File: src/common/csfv_params.svh
// constants for the status flag and vector unit
`ifndef CSFV_PARAMS_SVH
`define CSFV_PARAMS_SVH
// ==========================================
// reset vectors
`define CSFV_VEC_NRM_POR 16'hFFFE
`define CSFV_VEC_NRM_CLK 16'hFFFC
`define CSFV_VEC_NRM_WDG 16'hFFFA
`define CSFV_VEC_TST_POR 16'hBFFE
`define CSFV_VEC_TST_CLK 16'hBFFC
`define CSFV_VEC_TST_WDG 16'hBFFA
// reset cause codes
`define CSFV_CAUSE_POR 2'h0
`define CSFV_CAUSE_CLK 2'h1
`define CSFV_CAUSE_WDG 2'h2
// ==========================================
// flag register bit positions
`define CSFV_FB_C 0
`define CSFV_FB_V 1
`define CSFV_FB_Z 2
`define CSFV_FB_N 3
`define CSFV_FB_I 4
`define CSFV_FB_H 5
`define CSFV_FB_X 6
`define CSFV_FB_S 7
`define CSFV_FLAGS_RST 8'hD0
// ==========================================
// register byte offsets
`define CSFV_OFF_OP 8'h00
`define CSFV_OFF_OPND 8'h04
`define CSFV_OFF_RES 8'h08
`define CSFV_OFF_FLAGS 8'h0C
`define CSFV_OFF_PTR 8'h10
`define CSFV_OFF_SP 8'h14
`define CSFV_OFF_STAT 8'h18
`define CSFV_OFF_FETCH 8'h1C
// ==========================================
// operation codes
`define CSFV_OP_LOAD 5'h00
`define CSFV_OP_STORE 5'h01
`define CSFV_OP_ADD 5'h02
`define CSFV_OP_ADC 5'h03
`define CSFV_OP_ABA 5'h04
`define CSFV_OP_SUB 5'h05
`define CSFV_OP_CMP 5'h06
`define CSFV_OP_INC16 5'h07
`define CSFV_OP_DEC16 5'h08
`define CSFV_OP_ABX 5'h09
`define CSFV_OP_MOVE 5'h0A
`define CSFV_OP_ROL 5'h0B
`define CSFV_OP_MUL 5'h0C
`define CSFV_OP_TAP 5'h0D
`define CSFV_OP_CLI 5'h0E
`define CSFV_OP_STOP 5'h0F
`define CSFV_OP_ACCEPT 5'h10
`define CSFV_OP_XACCEPT 5'h11
`define CSFV_OP_RTI 5'h12
`endif

File: src/common/csfv_pkg.sv
// types for the status flag and vector unit
package csfv_pkg;
  // ==========================================
  // sequencer states
  typedef enum logic [2:0] {
    ST_CAPTURE, ST_VEC_HI, ST_VEC_LO, ST_IDLE, ST_PUSH, ST_MASK, ST_PULL
  } csfv_state_t;
  // ==========================================
  // whole state of the core, one packed struct
  typedef struct packed {
    csfv_state_t st;
    logic [1:0] step;
    logic [15:0] ptr;
    logic [15:0] sp;
    logic [15:0] vaddr;
    logic [15:0] res;
    logic [7:0] flags;
    logic mode;
    logic [1:0] cause;
    logic [1:0] page;
    logic [7:0] fopc;
    logic [2:0] flen;
    logic stopped;
    logic xacc;
    logic wb_ack;
    logic [31:0] wb_dat;
    logic mem_req;
    logic mem_we;
    logic [15:0] mem_addr;
    logic [7:0] mem_wdata;
    logic [7:0] opa;
    logic [7:0] opb;
    logic [15:0] opw;
  } csfv_regs_t;
endpackage

File: src/hw/csfv_flag_alu.sv
// result and flag computation for one operation
`timescale 1ns/1ps
`include "csfv_params.svh"
module csfv_flag_alu import csfv_pkg::*; (
  input wire logic [4:0] op_in,
  input wire logic [7:0] a_in,
  input wire logic [7:0] b_in,
  input wire logic [15:0] w_in,
  input wire logic [7:0] flags_in,
  output logic [15:0] res_out,
  output logic [7:0] flags_out
);
  // ==========================================
  // combinational datapath
  always_comb begin
    logic [8:0] s9;
    logic [4:0] h5;
    logic [15:0] w16;
    s9 = '0;
    h5 = '0;
    w16 = '0;
    res_out = {8'h00, a_in};
    flags_out = flags_in; // default: no flag touched
    case (op_in)
      `CSFV_OP_LOAD, `CSFV_OP_STORE: begin
        flags_out[`CSFV_FB_N] = a_in[7]; // RULE_10
        flags_out[`CSFV_FB_Z] = (a_in == 8'h00); // RULE_08
        flags_out[`CSFV_FB_V] = 1'b0; // RULE_05
      end
      `CSFV_OP_ADD, `CSFV_OP_ADC, `CSFV_OP_ABA: begin
        // carry in only for add-with-carry
        s9 = {1'b0, a_in} + {1'b0, b_in}
          + {8'h00, (op_in == `CSFV_OP_ADC) & flags_in[`CSFV_FB_C]};
        h5 = {1'b0, a_in[3:0]} + {1'b0, b_in[3:0]}
          + {4'h0, (op_in == `CSFV_OP_ADC) & flags_in[`CSFV_FB_C]};
        res_out = {8'h00, s9[7:0]};
        flags_out[`CSFV_FB_H] = h5[4]; // RULE_14
        flags_out[`CSFV_FB_C] = s9[8]; // RULE_06
        flags_out[`CSFV_FB_V] = (a_in[7] == b_in[7]) && (s9[7] != a_in[7]); // RULE_07
        flags_out[`CSFV_FB_N] = s9[7]; // RULE_10
        flags_out[`CSFV_FB_Z] = (s9[7:0] == 8'h00); // RULE_08
      end
      `CSFV_OP_SUB, `CSFV_OP_CMP: begin
        // compare shares the subtraction, caller drops the result
        s9 = {1'b0, a_in} - {1'b0, b_in};
        res_out = {8'h00, s9[7:0]};
        flags_out[`CSFV_FB_C] = s9[8]; // RULE_06
        flags_out[`CSFV_FB_V] = (a_in[7] != b_in[7]) && (s9[7] != a_in[7]); // RULE_07
        flags_out[`CSFV_FB_N] = s9[7]; // RULE_10
        flags_out[`CSFV_FB_Z] = (s9[7:0] == 8'h00); // RULE_08
      end
      `CSFV_OP_INC16, `CSFV_OP_DEC16: begin
        w16 = (op_in == `CSFV_OP_INC16) ? w_in + 16'h0001 : w_in - 16'h0001;
        res_out = w16;
        flags_out[`CSFV_FB_Z] = (w16 == 16'h0000); // RULE_09
      end
      `CSFV_OP_ABX: res_out = w_in + {8'h00, b_in}; // RULE_05
      `CSFV_OP_ROL: begin
        // carry rotates in as the ninth bit
        res_out = {8'h00, a_in[6:0], flags_in[`CSFV_FB_C]}; // RULE_06
        flags_out[`CSFV_FB_C] = a_in[7];
        flags_out[`CSFV_FB_N] = a_in[6];
        flags_out[`CSFV_FB_Z] = ({a_in[6:0], flags_in[`CSFV_FB_C]} == 8'h00);
        flags_out[`CSFV_FB_V] = a_in[6] ^ a_in[7];
      end
      `CSFV_OP_MUL: begin
        w16 = {8'h00, a_in} * {8'h00, b_in};
        res_out = w16;
        flags_out[`CSFV_FB_C] = w16[7]; // RULE_06
      end
      `CSFV_OP_TAP: begin
        // the pin mask may be cleared from a but never set
        flags_out = {a_in[7], flags_in[6] & a_in[6], a_in[5:0]}; // RULE_17
      end
      default: ; // moves and control ops leave flags alone
    endcase
  end
endmodule

File: src/hw/csfv_core.sv
// status flag register, instruction pointer and vector sequencer
//
// Summary of operation
// RULE_01 - 16-bit pointer loads reset vector after reset
// RULE_02 - normal mode vectors FFFE, FFFC, FFFA
// RULE_03 - test mode vectors BFFE, BFFC, BFFA
// RULE_04 - flag register is eight bits wide
// RULE_05 - loads/stores set NZV; moves touch nothing
// RULE_06 - carry from add/borrow, multiply, rotate
// RULE_07 - overflow set on arithmetic overflow only
// RULE_08 - zero flag on zero result; compares discard
// RULE_09 - index increment/decrement change only zero
// RULE_10 - negative copies result top bit
// RULE_11 - maskable interrupts pend but wait on mask
// RULE_12 - reset sets mask; only instructions clear
// RULE_13 - accept sets mask after stacking, before vector
// RULE_14 - half carry from bit 3 on adds
// RULE_15 - pin mask blocks pin interrupt; reset sets
// RULE_16 - pin accept sets both masks after stacking
// RULE_17 - pin mask cleared only by transfer/return
// RULE_18 - stop disable makes stop a no-op
// RULE_19 - words high byte first, no alignment
// RULE_20 - prefix byte moves decode to pages 1-3
// RULE_21 - instruction is one to five bytes
// RULE_22 - interrupt return pulls context in reverse
// RULE_23 - vector read high byte, then low byte
`timescale 1ns/1ps
`include "csfv_params.svh"
module csfv_core import csfv_pkg::*; #(
  parameter logic [7:0] PREFIX1 = 8'h18, // page 1 prefix
  parameter logic [7:0] PREFIX2 = 8'h1A, // page 2 prefix
  parameter logic [7:0] PREFIX3 = 8'hCD, // page 3 prefix
  parameter logic [15:0] SP_RST = 16'h00FF // stack pointer after reset
) (
  input wire logic clk_in,
  input wire logic rst_in,
  // wishbone slave
  input wire logic wb_cyc_in,
  input wire logic wb_stb_in,
  input wire logic wb_we_in,
  input wire logic [7:0] wb_adr_in,
  input wire logic [3:0] wb_sel_in,
  input wire logic [31:0] wb_dat_in,
  output logic [31:0] wb_dat_out,
  output logic wb_ack_out,
  // mode and reset cause, caught after reset release
  input wire logic test_mode_in,
  input wire logic [1:0] reset_cause_in,
  // interrupt requests
  input wire logic irq_in,
  input wire logic dedicated_pin_interrupt_in,
  output logic irq_take_out,
  output logic pin_take_out,
  // byte memory port
  output logic mem_req_out,
  output logic mem_we_out,
  output logic [15:0] mem_addr_out,
  output logic [7:0] mem_wdata_out,
  input wire logic [7:0] mem_rdata_in,
  input wire logic mem_ack_in,
  // core state
  output logic [15:0] next_instruction_pointer_out,
  output logic [7:0] flag_register_out,
  output logic stop_out
);
  // ==========================================
  // state and helpers
  csfv_regs_t r_r; // registered state
  csfv_regs_t r_nxt; // next state
  logic [15:0] alu_res; // alu result
  logic [7:0] alu_flags; // alu flags
  logic wb_new; // fresh bus request
  logic wr_op; // operation write taken
  logic [4:0] op_code; // operation from bus

  // reset value of the whole state
  localparam csfv_regs_t RST_VAL = '{
    st: ST_CAPTURE, step: 2'h0, ptr: 16'h0000, sp: SP_RST,
    vaddr: 16'h0000, res: 16'h0000, flags: `CSFV_FLAGS_RST,
    mode: 1'b0, cause: 2'h0, page: 2'h0, fopc: 8'h00, flen: 3'h0,
    stopped: 1'b0, xacc: 1'b0, wb_ack: 1'b0, wb_dat: 32'h0000_0000,
    mem_req: 1'b0, mem_we: 1'b0, mem_addr: 16'h0000,
    mem_wdata: 8'h00, opa: 8'h00, opb: 8'h00, opw: 16'h0000};

  // byte-lane merge for 16-bit registers
  function automatic logic [15:0] wr16(input logic [15:0] old,
                                       input logic [15:0] d,
                                       input logic [1:0] sel);
    wr16 = {sel[1] ? d[15:8] : old[15:8], sel[0] ? d[7:0] : old[7:0]};
  endfunction

  // vector table by mode and cause
  function automatic logic [15:0] vec_sel(input logic test,
                                          input logic [1:0] cause);
    case (cause)
      `CSFV_CAUSE_CLK: vec_sel = test ? `CSFV_VEC_TST_CLK : `CSFV_VEC_NRM_CLK;
      `CSFV_CAUSE_WDG: vec_sel = test ? `CSFV_VEC_TST_WDG : `CSFV_VEC_NRM_WDG;
      default: vec_sel = test ? `CSFV_VEC_TST_POR : `CSFV_VEC_NRM_POR;
    endcase
  endfunction

  // ==========================================
  // flag datapath
  csfv_flag_alu u_alu (
    .op_in(op_code),
    .a_in(r_r.opa),
    .b_in(r_r.opb),
    .w_in(r_r.opw),
    .flags_in(r_r.flags),
    .res_out(alu_res),
    .flags_out(alu_flags)
  );

  assign op_code = wb_dat_in[4:0];
  // ack high means the request was already answered
  assign wb_new = wb_cyc_in && wb_stb_in && !r_r.wb_ack;
  // operations are taken only while idle; others are dropped
  assign wr_op = wb_new && wb_we_in && wb_sel_in[0]
    && (wb_adr_in == `CSFV_OFF_OP) && (r_r.st == ST_IDLE);

  // ==========================================
  // next state
  always_comb begin
    r_nxt = r_r;
    r_nxt.wb_ack = wb_new;
    // bus read mux, unmapped reads answer zero
    if (wb_new && !wb_we_in) begin
      case (wb_adr_in)
        `CSFV_OFF_OPND: r_nxt.wb_dat = {r_r.opw, r_r.opb, r_r.opa};
        `CSFV_OFF_RES: r_nxt.wb_dat = {16'h0000, r_r.res};
        `CSFV_OFF_FLAGS: r_nxt.wb_dat = {24'h000000, r_r.flags}; // RULE_04
        `CSFV_OFF_PTR: r_nxt.wb_dat = {16'h0000, r_r.ptr};
        `CSFV_OFF_SP: r_nxt.wb_dat = {16'h0000, r_r.sp};
        `CSFV_OFF_STAT: r_nxt.wb_dat = {24'h000000, pin_take_out, irq_take_out,
          r_r.stopped, r_r.cause, r_r.mode, r_r.page != 2'h0, r_r.st != ST_IDLE};
        `CSFV_OFF_FETCH: r_nxt.wb_dat = {19'h00000, r_r.flen, r_r.page, r_r.fopc};
        default: r_nxt.wb_dat = 32'h0000_0000;
      endcase
    end
    // plain register writes, honoured only when idle
    if (wb_new && wb_we_in && r_r.st == ST_IDLE) begin
      case (wb_adr_in)
        `CSFV_OFF_OPND: begin
          if (wb_sel_in[0]) r_nxt.opa = wb_dat_in[7:0];
          if (wb_sel_in[1]) r_nxt.opb = wb_dat_in[15:8];
          r_nxt.opw = wr16(r_r.opw, wb_dat_in[31:16], wb_sel_in[3:2]);
        end
        `CSFV_OFF_PTR: r_nxt.ptr = wr16(r_r.ptr, wb_dat_in[15:0], wb_sel_in[1:0]);
        `CSFV_OFF_SP: r_nxt.sp = wr16(r_r.sp, wb_dat_in[15:0], wb_sel_in[1:0]);
        `CSFV_OFF_FETCH: begin
          // prefix byte only redirects the next opcode
          if (wb_sel_in[0] && r_r.page == 2'h0 && wb_dat_in[7:0] == PREFIX1) begin
            r_nxt.page = 2'h1; // RULE_20
          end else if (wb_sel_in[0] && r_r.page == 2'h0
                       && wb_dat_in[7:0] == PREFIX2) begin
            r_nxt.page = 2'h2; // RULE_20
          end else if (wb_sel_in[0] && r_r.page == 2'h0
                       && wb_dat_in[7:0] == PREFIX3) begin
            r_nxt.page = 2'h3; // RULE_20
          end else if (wb_sel_in[0]) begin
            // prefix + opcode + zero to three operands
            r_nxt.fopc = wb_dat_in[7:0];
            r_nxt.flen = {2'b00, r_r.page != 2'h0} + 3'h1
              + {1'b0, wb_dat_in[9:8]}; // RULE_21
            // pointer moves past the whole instruction
            r_nxt.ptr = r_r.ptr + {13'h0000, r_nxt.flen}; // RULE_01
            r_nxt.page = 2'h0;
          end
        end
        default: ;
      endcase
    end
    // operation dispatch
    if (wr_op) begin
      case (op_code)
        `CSFV_OP_ACCEPT, `CSFV_OP_XACCEPT: begin
          // stack context first, masks come later
          r_nxt.st = ST_PUSH;
          r_nxt.step = 2'h0;
          r_nxt.xacc = (op_code == `CSFV_OP_XACCEPT);
          r_nxt.vaddr = r_r.opw;
        end
        `CSFV_OP_RTI: begin
          r_nxt.st = ST_PULL; // RULE_22
          r_nxt.step = 2'h0;
        end
        `CSFV_OP_CLI: r_nxt.flags[`CSFV_FB_I] = 1'b0; // RULE_12
        `CSFV_OP_STOP: begin
          // stop disabled: plain no-op, flow continues
          if (!r_r.flags[`CSFV_FB_S]) r_nxt.stopped = 1'b1; // RULE_18
        end
        `CSFV_OP_CMP: r_nxt.flags = alu_flags; // RULE_08
        `CSFV_OP_LOAD, `CSFV_OP_STORE, `CSFV_OP_ADD, `CSFV_OP_ADC, `CSFV_OP_ABA,
        `CSFV_OP_SUB, `CSFV_OP_INC16, `CSFV_OP_DEC16, `CSFV_OP_ABX, `CSFV_OP_MOVE,
        `CSFV_OP_ROL, `CSFV_OP_MUL, `CSFV_OP_TAP: begin
          r_nxt.res = alu_res;
          r_nxt.flags = alu_flags; // RULE_05
        end
        default: ; // unknown codes do nothing
      endcase
    end
    // sequencer
    case (r_r.st)
      ST_CAPTURE: begin
        // straps sampled one edge after reset release
        r_nxt.mode = test_mode_in;
        r_nxt.cause = reset_cause_in;
        r_nxt.vaddr = vec_sel(test_mode_in, reset_cause_in); // RULE_02 RULE_03
        r_nxt.st = ST_VEC_HI;
      end
      ST_VEC_HI: begin
        // high address byte sits at vaddr, the lower of the two locations
        if (!r_r.mem_req) begin
          r_nxt.mem_req = 1'b1;
          r_nxt.mem_we = 1'b0;
          r_nxt.mem_addr = r_r.vaddr; // RULE_23
        end else if (mem_ack_in) begin
          r_nxt.mem_req = 1'b0;
          r_nxt.ptr[15:8] = mem_rdata_in; // RULE_19
          r_nxt.st = ST_VEC_LO;
        end
      end
      ST_VEC_LO: begin
        if (!r_r.mem_req) begin
          r_nxt.mem_req = 1'b1;
          r_nxt.mem_we = 1'b0;
          r_nxt.mem_addr = r_r.vaddr + 16'h0001; // RULE_23
        end else if (mem_ack_in) begin
          r_nxt.mem_req = 1'b0;
          r_nxt.ptr[7:0] = mem_rdata_in; // RULE_01
          r_nxt.st = ST_IDLE;
        end
      end
      ST_PUSH: begin
        // pointer low, pointer high, then flags
        if (!r_r.mem_req) begin
          r_nxt.mem_req = 1'b1;
          r_nxt.mem_we = 1'b1;
          r_nxt.mem_addr = r_r.sp;
          case (r_r.step)
            2'h0: r_nxt.mem_wdata = r_r.ptr[7:0];
            2'h1: r_nxt.mem_wdata = r_r.ptr[15:8];
            default: r_nxt.mem_wdata = r_r.flags;
          endcase
        end else if (mem_ack_in) begin
          r_nxt.mem_req = 1'b0;
          r_nxt.mem_we = 1'b0;
          r_nxt.sp = r_r.sp - 16'h0001;
          r_nxt.step = r_r.step + 2'h1;
          if (r_r.step == 2'h2) r_nxt.st = ST_MASK;
        end
      end
      ST_MASK: begin
        // masks set between stacking and vector fetch
        r_nxt.flags[`CSFV_FB_I] = 1'b1; // RULE_13
        if (r_r.xacc) r_nxt.flags[`CSFV_FB_X] = 1'b1; // RULE_16
        r_nxt.stopped = 1'b0;
        r_nxt.st = ST_VEC_HI;
      end
      ST_PULL: begin
        // reverse order: flags, pointer high, pointer low
        if (!r_r.mem_req) begin
          r_nxt.mem_req = 1'b1;
          r_nxt.mem_we = 1'b0;
          r_nxt.mem_addr = r_r.sp + 16'h0001;
        end else if (mem_ack_in) begin
          r_nxt.mem_req = 1'b0;
          r_nxt.sp = r_r.sp + 16'h0001;
          r_nxt.step = r_r.step + 2'h1;
          case (r_r.step)
            2'h0: r_nxt.flags = {mem_rdata_in[7],
              r_r.flags[`CSFV_FB_X] & mem_rdata_in[6], mem_rdata_in[5:0]}; // RULE_17
            2'h1: r_nxt.ptr[15:8] = mem_rdata_in;
            default: begin
              r_nxt.ptr[7:0] = mem_rdata_in; // RULE_22
              r_nxt.st = ST_IDLE;
            end
          endcase
        end
      end
      default: ; // idle: nothing running
    endcase
  end

  // ==========================================
  // state register, synchronous reset
  always_ff @(posedge clk_in) begin
    if (rst_in) begin
      r_r <= RST_VAL; // RULE_12 RULE_15 RULE_18
    end else begin
      r_r <= r_nxt;
    end
  end

  // ==========================================
  // outputs
  assign wb_ack_out = r_r.wb_ack;
  assign wb_dat_out = r_r.wb_dat;
  assign mem_req_out = r_r.mem_req;
  assign mem_we_out = r_r.mem_we;
  assign mem_addr_out = r_r.mem_addr;
  assign mem_wdata_out = r_r.mem_wdata;
  assign next_instruction_pointer_out = r_r.ptr;
  assign flag_register_out = r_r.flags;
  assign stop_out = r_r.stopped;
  // requests stay pending outside; take only while unmasked
  assign irq_take_out = irq_in && !r_r.flags[`CSFV_FB_I]
    && (r_r.st == ST_IDLE); // RULE_11
  assign pin_take_out = dedicated_pin_interrupt_in && !r_r.flags[`CSFV_FB_X]
    && (r_r.st == ST_IDLE); // RULE_15
endmodule

File: config.mk
export PLATFORM = sky130hd
export DESIGN_NAME = csfv_core
export DESIGN_NICKNAME = d
export VERILOG_FILES = /design/src/common/csfv_pkg.sv /design/src/hw/csfv_flag_alu.sv /design/src/hw/csfv_core.sv
export VERILOG_INCLUDE_DIRS = /design/src /design/src/common
export SDC_FILE = /design/constraint.sdc
export NUM_CORES = 1
export LEC_CHECK = 0
export BUFFER_PORTS_ARGS = -buffer_cell sky130_fd_sc_hd__buf_2
export CAP_MARGIN = 30
export CORE_MARGIN = 3
export CORE_UTILIZATION = 50
export CTS_CLUSTER_SIZE = 28
export DETAILED_ROUTE_END_ITERATION = 7
export PLACE_DENSITY_LB_ADDON = 0.1
export SLEW_MARGIN = 20
export SYNTH_ARGS = -nofsm -noshare
export SYNTH_HDL_FRONTEND = slang
export SYNTH_SLANG_ARGS = --single-unit
File: constraint.sdc
create_clock -name clk_in -period 5.3 [get_ports clk_in]
set_clock_uncertainty 0.15 [all_clocks]
set_input_delay 0.795 -clock clk_in [delete_from_list [all_inputs] [get_ports clk_in]]
set_output_delay 0.795 -clock clk_in [all_outputs]
set_load 0.1 [all_outputs]
==> results of run 1 <==
state kept, by name, summed over array words and instances (netlist names):
signal	count
mem_we_out	1
mem_req_out	1
stop_out	1
flag_register_out	8
wb_dat_out	32
wb_ack_out	1
mem_addr_out	16
next_instruction_pointer_out	16
mem_wdata_out	8
r_r	102
tightest hold or removal path, delay by kind of cell (launching register included):
| kind | cells | cell delay (ns) |
|---|---|---|
| AOI/OAI and AO/OA | 1 | 0.05 |
| DFF | 1 | 0.31 |
| and+or+nand+nor | 1 | 0.05 |
logic make-up after synthesis:
family | count (synthesis) | share of synthesized area (%)
compound gates | 547 | 23.6
flops | 186 | 24.6
fa+ha+maj | 130 | 12.8
mux | 52 | 3.47
simple gates | 730 | 22.0
xor+xnor | 63 | 3.65
buf+inv | 312 | 9.82
synth_stat cells (30+ instances only):
master    instances
nand2_1         228
o21ai_0         102
fa_1             42
a211oi_1         34
clkbuf_1        113
inv_1           103
buf_4            80
nand3_1          75
a21oi_1         167
a31oi_1          32
a22oi_1          30
dfxtp_1         186
nor2_1          249
xnor2_1          45
nor3_1           52
mux2i_1          49
ha_1             88
layout make-up:
type	count	area share, %
repair buffers	193	6.71
clock inverters	11	0.688
well taps	390	3.01
flip-flops and latches	186	23.0
inverters	104	2.41
multi-input cells	1522	61.3
clock buffers	21	2.84
per-layer routing:
metal  up-vias  share of wire [%]  track usage [%]
met2       857                 44             54.2
met3       164                9.8             6.88
li1       7099                  -                -
met5         -              0.033                0
met1      7493                 42             46.9
met4         2                4.3             14.8
through the flow:
stage | cell area (sq um) | hold WS (ns) | power, W | worst slack (ns) | instances
2_1_floorplan | 15100 | 0.281 | 0.00184 | 0.390 | 2020
3_3_place_gp | 15600 | 0.289 | 0.00195 | 0.372 | 2390
3_5_place_dp | 15600 | 0.297 | 0.00195 | 0.363 | 2394
4_1_cts | 16200 | 0.306 | 0.00324 | 0.316 | 2426
5_1_grt | 16200 | 0.327 | 0.00333 | 0.0106 | 2427
6_report | 16200 | 0.302 | 0.00325 | 0.327 | 2427
path summary, 6_finish.rpt:
kind / start / slack [ns] / endpoint
max: r_r[28] / 0.33 / r_r[131]
min: wb_dat_out[24] / 0.30 / wb_dat_out[24]
max reg2reg: r_r[28] / 0.33 / r_r[131]
min reg2reg: wb_dat_out[24] / 0.30 / wb_dat_out[24]
report_power, final:
part / switching (W) / leakage, nW / internal [W]
clock network: 0.000633 / 0.275 / 0.000680
logic: 0.000354 / 4.89 / 0.000106
registers: 0.0000417 / 1.51 / 0.00143
total: 0.00103 / 6.68 / 0.00222
==> metrics.txt, run 1 <==
multi-input logic area=9930 sq um; Setup crit end kind=flop; commonest non-fill, non-tap cells in the layout=248 x nor2_1, 228 x nand2_1, 186 x dfxtp_1; first-pass GRT wire length=about 88 mm; DR iter-0 viols=between 1500 and 2000; Final Hold Fails=0; max_cap viols=0; WP data required=between 5 and 6 ns; slowest stage delay, CP=between 0.5 and 0.6 ns; H-tree levels=4; total CTS buffers=17; top_reg_cell synth=dfxtp_1; Rel. slew slack=roughly 30%; CP arrival=between 5 and 6 ns; CP max-delay cell=fa_1; Crit Path Class=reg -> reg; f_max=roughly 0.20 GHz; Netlist cell types=just over 80; Starting Density=roughly 51%; Post-CTS Setup Inserts=0; global route overflow=0; CP max FO=7; crit start category=flop; hold_buf cts=0; die height=180 microns; CTS Buffer Depth=2; die width=180 microns; Yosys reg bits=about 190; P per Cell Area=about 200 nW/um^2; setup_tns=0 ns; Slew Limit Fails=0; cell area after synthesis=15100 sq um; worst skew pair latency=0.47 ns; Fillers=2921; post-layout util=between 50 and 60%; core area=just under 30000 sq um; Detailed Place HPWL=roughly 44 mm; Final min period=about 5 ns; root buf cell=clkbuf_16; async set or reset register ratio after synthesis=0%; Least-Margin Pin Slew=between 1 and 1.5 ns; Area Overhead vs Synth=7.03%; critical path depth=16; final setup fails=0; CTS tree=done; # nets final=about 2200; total wire length=just under 60 mm; synthesized net count=roughly 2200; unrepaired setup endpoints after global routing=false; CP Cell Sequence=ha_1 > inv_1 > fa_1 > fa_1 > fa_1 > fa_1 > inv_1 > ha_1 > or3_1 > o211ai_1 > nand4b_1 > a21o_1 > a21oi_1 > xor2_1 > or3_1 > a41oi_1; most common cell after layout, fill and taps aside=nor2_1; top-area cell type share of the netlist area=24.6%; EDFF count, synth=0; yosys synthesis warning count=0; clock sinks=about 190; Avg Vias per Cell=6.43; initial antenna violation count=1; hold path cells=2; cell taking the most area after synthesis=dfxtp_1; DRC=0; synth top area cells=dfxtp_1 25%, ha_1 7.3%, nor2_1 6.2%; post_cts resized=0; LEAKAGE=6.68 nW; remaining antenna violation count after routing=0; Row Count=63; HP Class=reg -> reg; Mapped Cells=2020; sequential-to-total area share from yosys stat=between 20% and 30%; delay-heaviest family, CP=adder cells; I/O pin cnt=between 100 and 150; Sequential Area=~3700 sq um; largest net degree at the start of global routing=62; TritonRoute pass-1 iters=8; antenna cells=0; Peak VDD IR=about 230 uV; Die Area=32400 sq um; Via Count=15600; wire length per cell=24.1 microns; Avg Synthesized Cell Area=roughly 7.5 sq um; most frequent cell on the critical path=fa_1; GPL Wtd Cong=between 0.9 and 1; share of cells above drive strength 1=around 12%; Final Cycle Share=a little over nine tenths; clock-pin slew on the worst setup and hold paths=approximately 0.08 ns; gr usage total=a little over a third; worst path buffer plus inverter count=2; IO Port Bufs=around 150; vias in the first global route=14700; logic depth of the worst register-to-register path=16; status=finished, final reports clean
Power figures use the tool's default switching activity.
==> inputs of run 2 (changes only) <==
--- a/config.mk
+++ b/config.mk
@@ -8,7 +8,6 @@
 export LEC_CHECK = 0
 export BUFFER_PORTS_ARGS = -buffer_cell sky130_fd_sc_hd__buf_2
 export CAP_MARGIN = 30
-export CORE_MARGIN = 3
 export CORE_UTILIZATION = 50
 export CTS_CLUSTER_SIZE = 28
 export DETAILED_ROUTE_END_ITERATION = 7
==> run 2 against run 1 <==
Net effect: non-clock buffer count up 2; critical endpoint is now r_r[132]; first-iteration DRC count down 3.4%; sequential power about the same; die area down 4.4%; fmax down 1.2%; largest power group unchanged; critical path type unchanged; routed wire length up 0.31%; combinational power about the same; critical path depth up 2; worst hold slack worse by 0.0030 ns; global-route usage up 3.2 points; register-to-register slack worse by 0.06 ns.
==> metrics.txt, run 2 (synthesized netlist as in run 1, its figures left out) <==
status=finished, final reports clean; worst skew pair latency=roughly 0.46 ns; total CTS buffers=17; first-pass GRT wire length=slightly below 90 mm; Area Overhead vs Synth=7.27%; Biggest register=r_r; H-tree levels=4; Via Count=15600; Post-Layout Inst Area=16200 sq um; total wire length=approximately 59 mm; Rel. slew slack=about a third; hold_buf cts=0; post_cts resized=0; Slew Limit Fails=0; DR iter-0 viols=about 1900; die width=around 180 microns; unrepaired setup endpoints after global routing=false; setup_tns=0 ns; GPL Wtd Cong=around 1; WP data required=roughly 5.5 ns; Post-CTS Setup Inserts=0; die height=around 180 microns; Crit Path Class=reg -> reg; WHS=between 0.2 and 0.3 ns; CP max FO=12; global route overflow=0; CTS tree=done; Final Cycle Share=approximately 95%; Final min period=approximately 5 ns; Final Hold Fails=0; Power, Total=roughly 0.0033 W; Detailed Place HPWL=around 44 mm; Avg Vias per Cell=around 6.4; clock-pin slew on the worst setup and hold paths=approximately 0.080 ns; HP Class=reg -> reg; f_max=around 0.20 GHz; max reg flops=between 100 and 150; Fillers=2951; wire length per cell=between 20 and 25 microns; I/O pin cnt=approximately 150; largest net degree at the start of global routing=between 70 and 80; # nets final=2219; TritonRoute pass-1 iters=8; Starting Density=about half; Setup crit end kind=flop; IO Port Bufs=approximately 150; share of cells above drive strength 1=12.6%; remaining antenna violation count after routing=0; LEAKAGE=about 6.7 nW; Post-DP Area=between 15000 and 20000 sq um; CTS Buffer Depth=2; CP arrival=5.25 ns; DRC=0; logic depth of the worst register-to-register path=18; most common cell after layout, fill and taps aside=nor2_1; max_cap viols=0; core area=roughly 30000 sq um; vias in the first global route=~15000; Peak VDD IR=between 200 and 250 uV; clock sinks=~190; Die Area=slightly above 30000 sq um; P per Cell Area=roughly 200 nW/um^2; Row Count=between 60 and 70; gr usage total=around 38%; hold path cells=2; final setup fails=0; Least-Margin Pin Slew=between 1 and 1.5 ns; initial antenna violation count=0; crit start category=flop; commonest non-fill, non-tap cells in the layout=247 x nor2_1, 228 x nand2_1, 186 x dfxtp_1; root buf cell=clkbuf_16
run 2: area by class of cell:
type	count	area, sq um	share of cell area, %
Multi-Input combinational cell	1522	9940	61.2
Antenna cell	1	2.50	0.0154
Sequential cell	186	3720	22.9
Clock buffer	19	443	2.73
Timing Repair Buffer	195	1110	6.82
Clock inverter	13	134	0.825
Tap cell	390	488	3.01
Inverter	104	390	2.41
run 2: layer usage:
metal	part of all wire, %	up-vias	GRT usage [%]
li1	-	7104	-
met1	42	7452	50.8
met2	45	871	59.1
met3	9.4	173	6.85
met4	4.4	0	17.1
met5	0	-	0
run 2: worst paths after layout:
kind	end	start	slack, ns
setup / recovery	r_r[132]	r_r[26]	0.26
hold / removal	wb_dat_out[21]	wb_dat_out[21]	0.30
setup reg to reg	r_r[132]	r_r[26]	0.26
hold reg to reg	wb_dat_out[21]	wb_dat_out[21]	0.30
run 2: worst max-delay path, stage by stage, from the launching register on:
cell      delay (ns)
dfxtp_1         0.66
nand2_1         0.17
fa_1            0.52
fa_1            0.50
inv_1           0.05
fa_1            0.47
inv_1           0.05
fa_1            0.47
inv_1           0.04
ha_1            0.33
o21a_1          0.14
o31a_1          0.18
o211ai_1        0.12
a21oi_1         0.20
nor2_1          0.08
a211o_1         0.27
xnor2_1         0.16
a21oi_1         0.08
a221oi_1        0.28
run 2: metrics by stage:
stage / setup slack, ns / util [%] / cells
after CTS: 0.260 / 54.5 / 2428
after global placement: 0.383 / 52.5 / 2394
after detailed placement: 0.308 / 52.6 / 2396
after global routing: 0.0497 / 54.6 / 2429
after floorplan: 0.390 / - / 2020
final: 0.264 / 54.6 / 2430
run 2: where the power goes:
part | total (W) | leakage, nW | switching (W) | internal [W]
registers | 0.00147 | 1.51 | 0.0000406 | 0.00143
logic | 0.000463 | 4.90 | 0.000356 | 0.000107
clock network | 0.00134 | 0.278 | 0.000664 | 0.000677
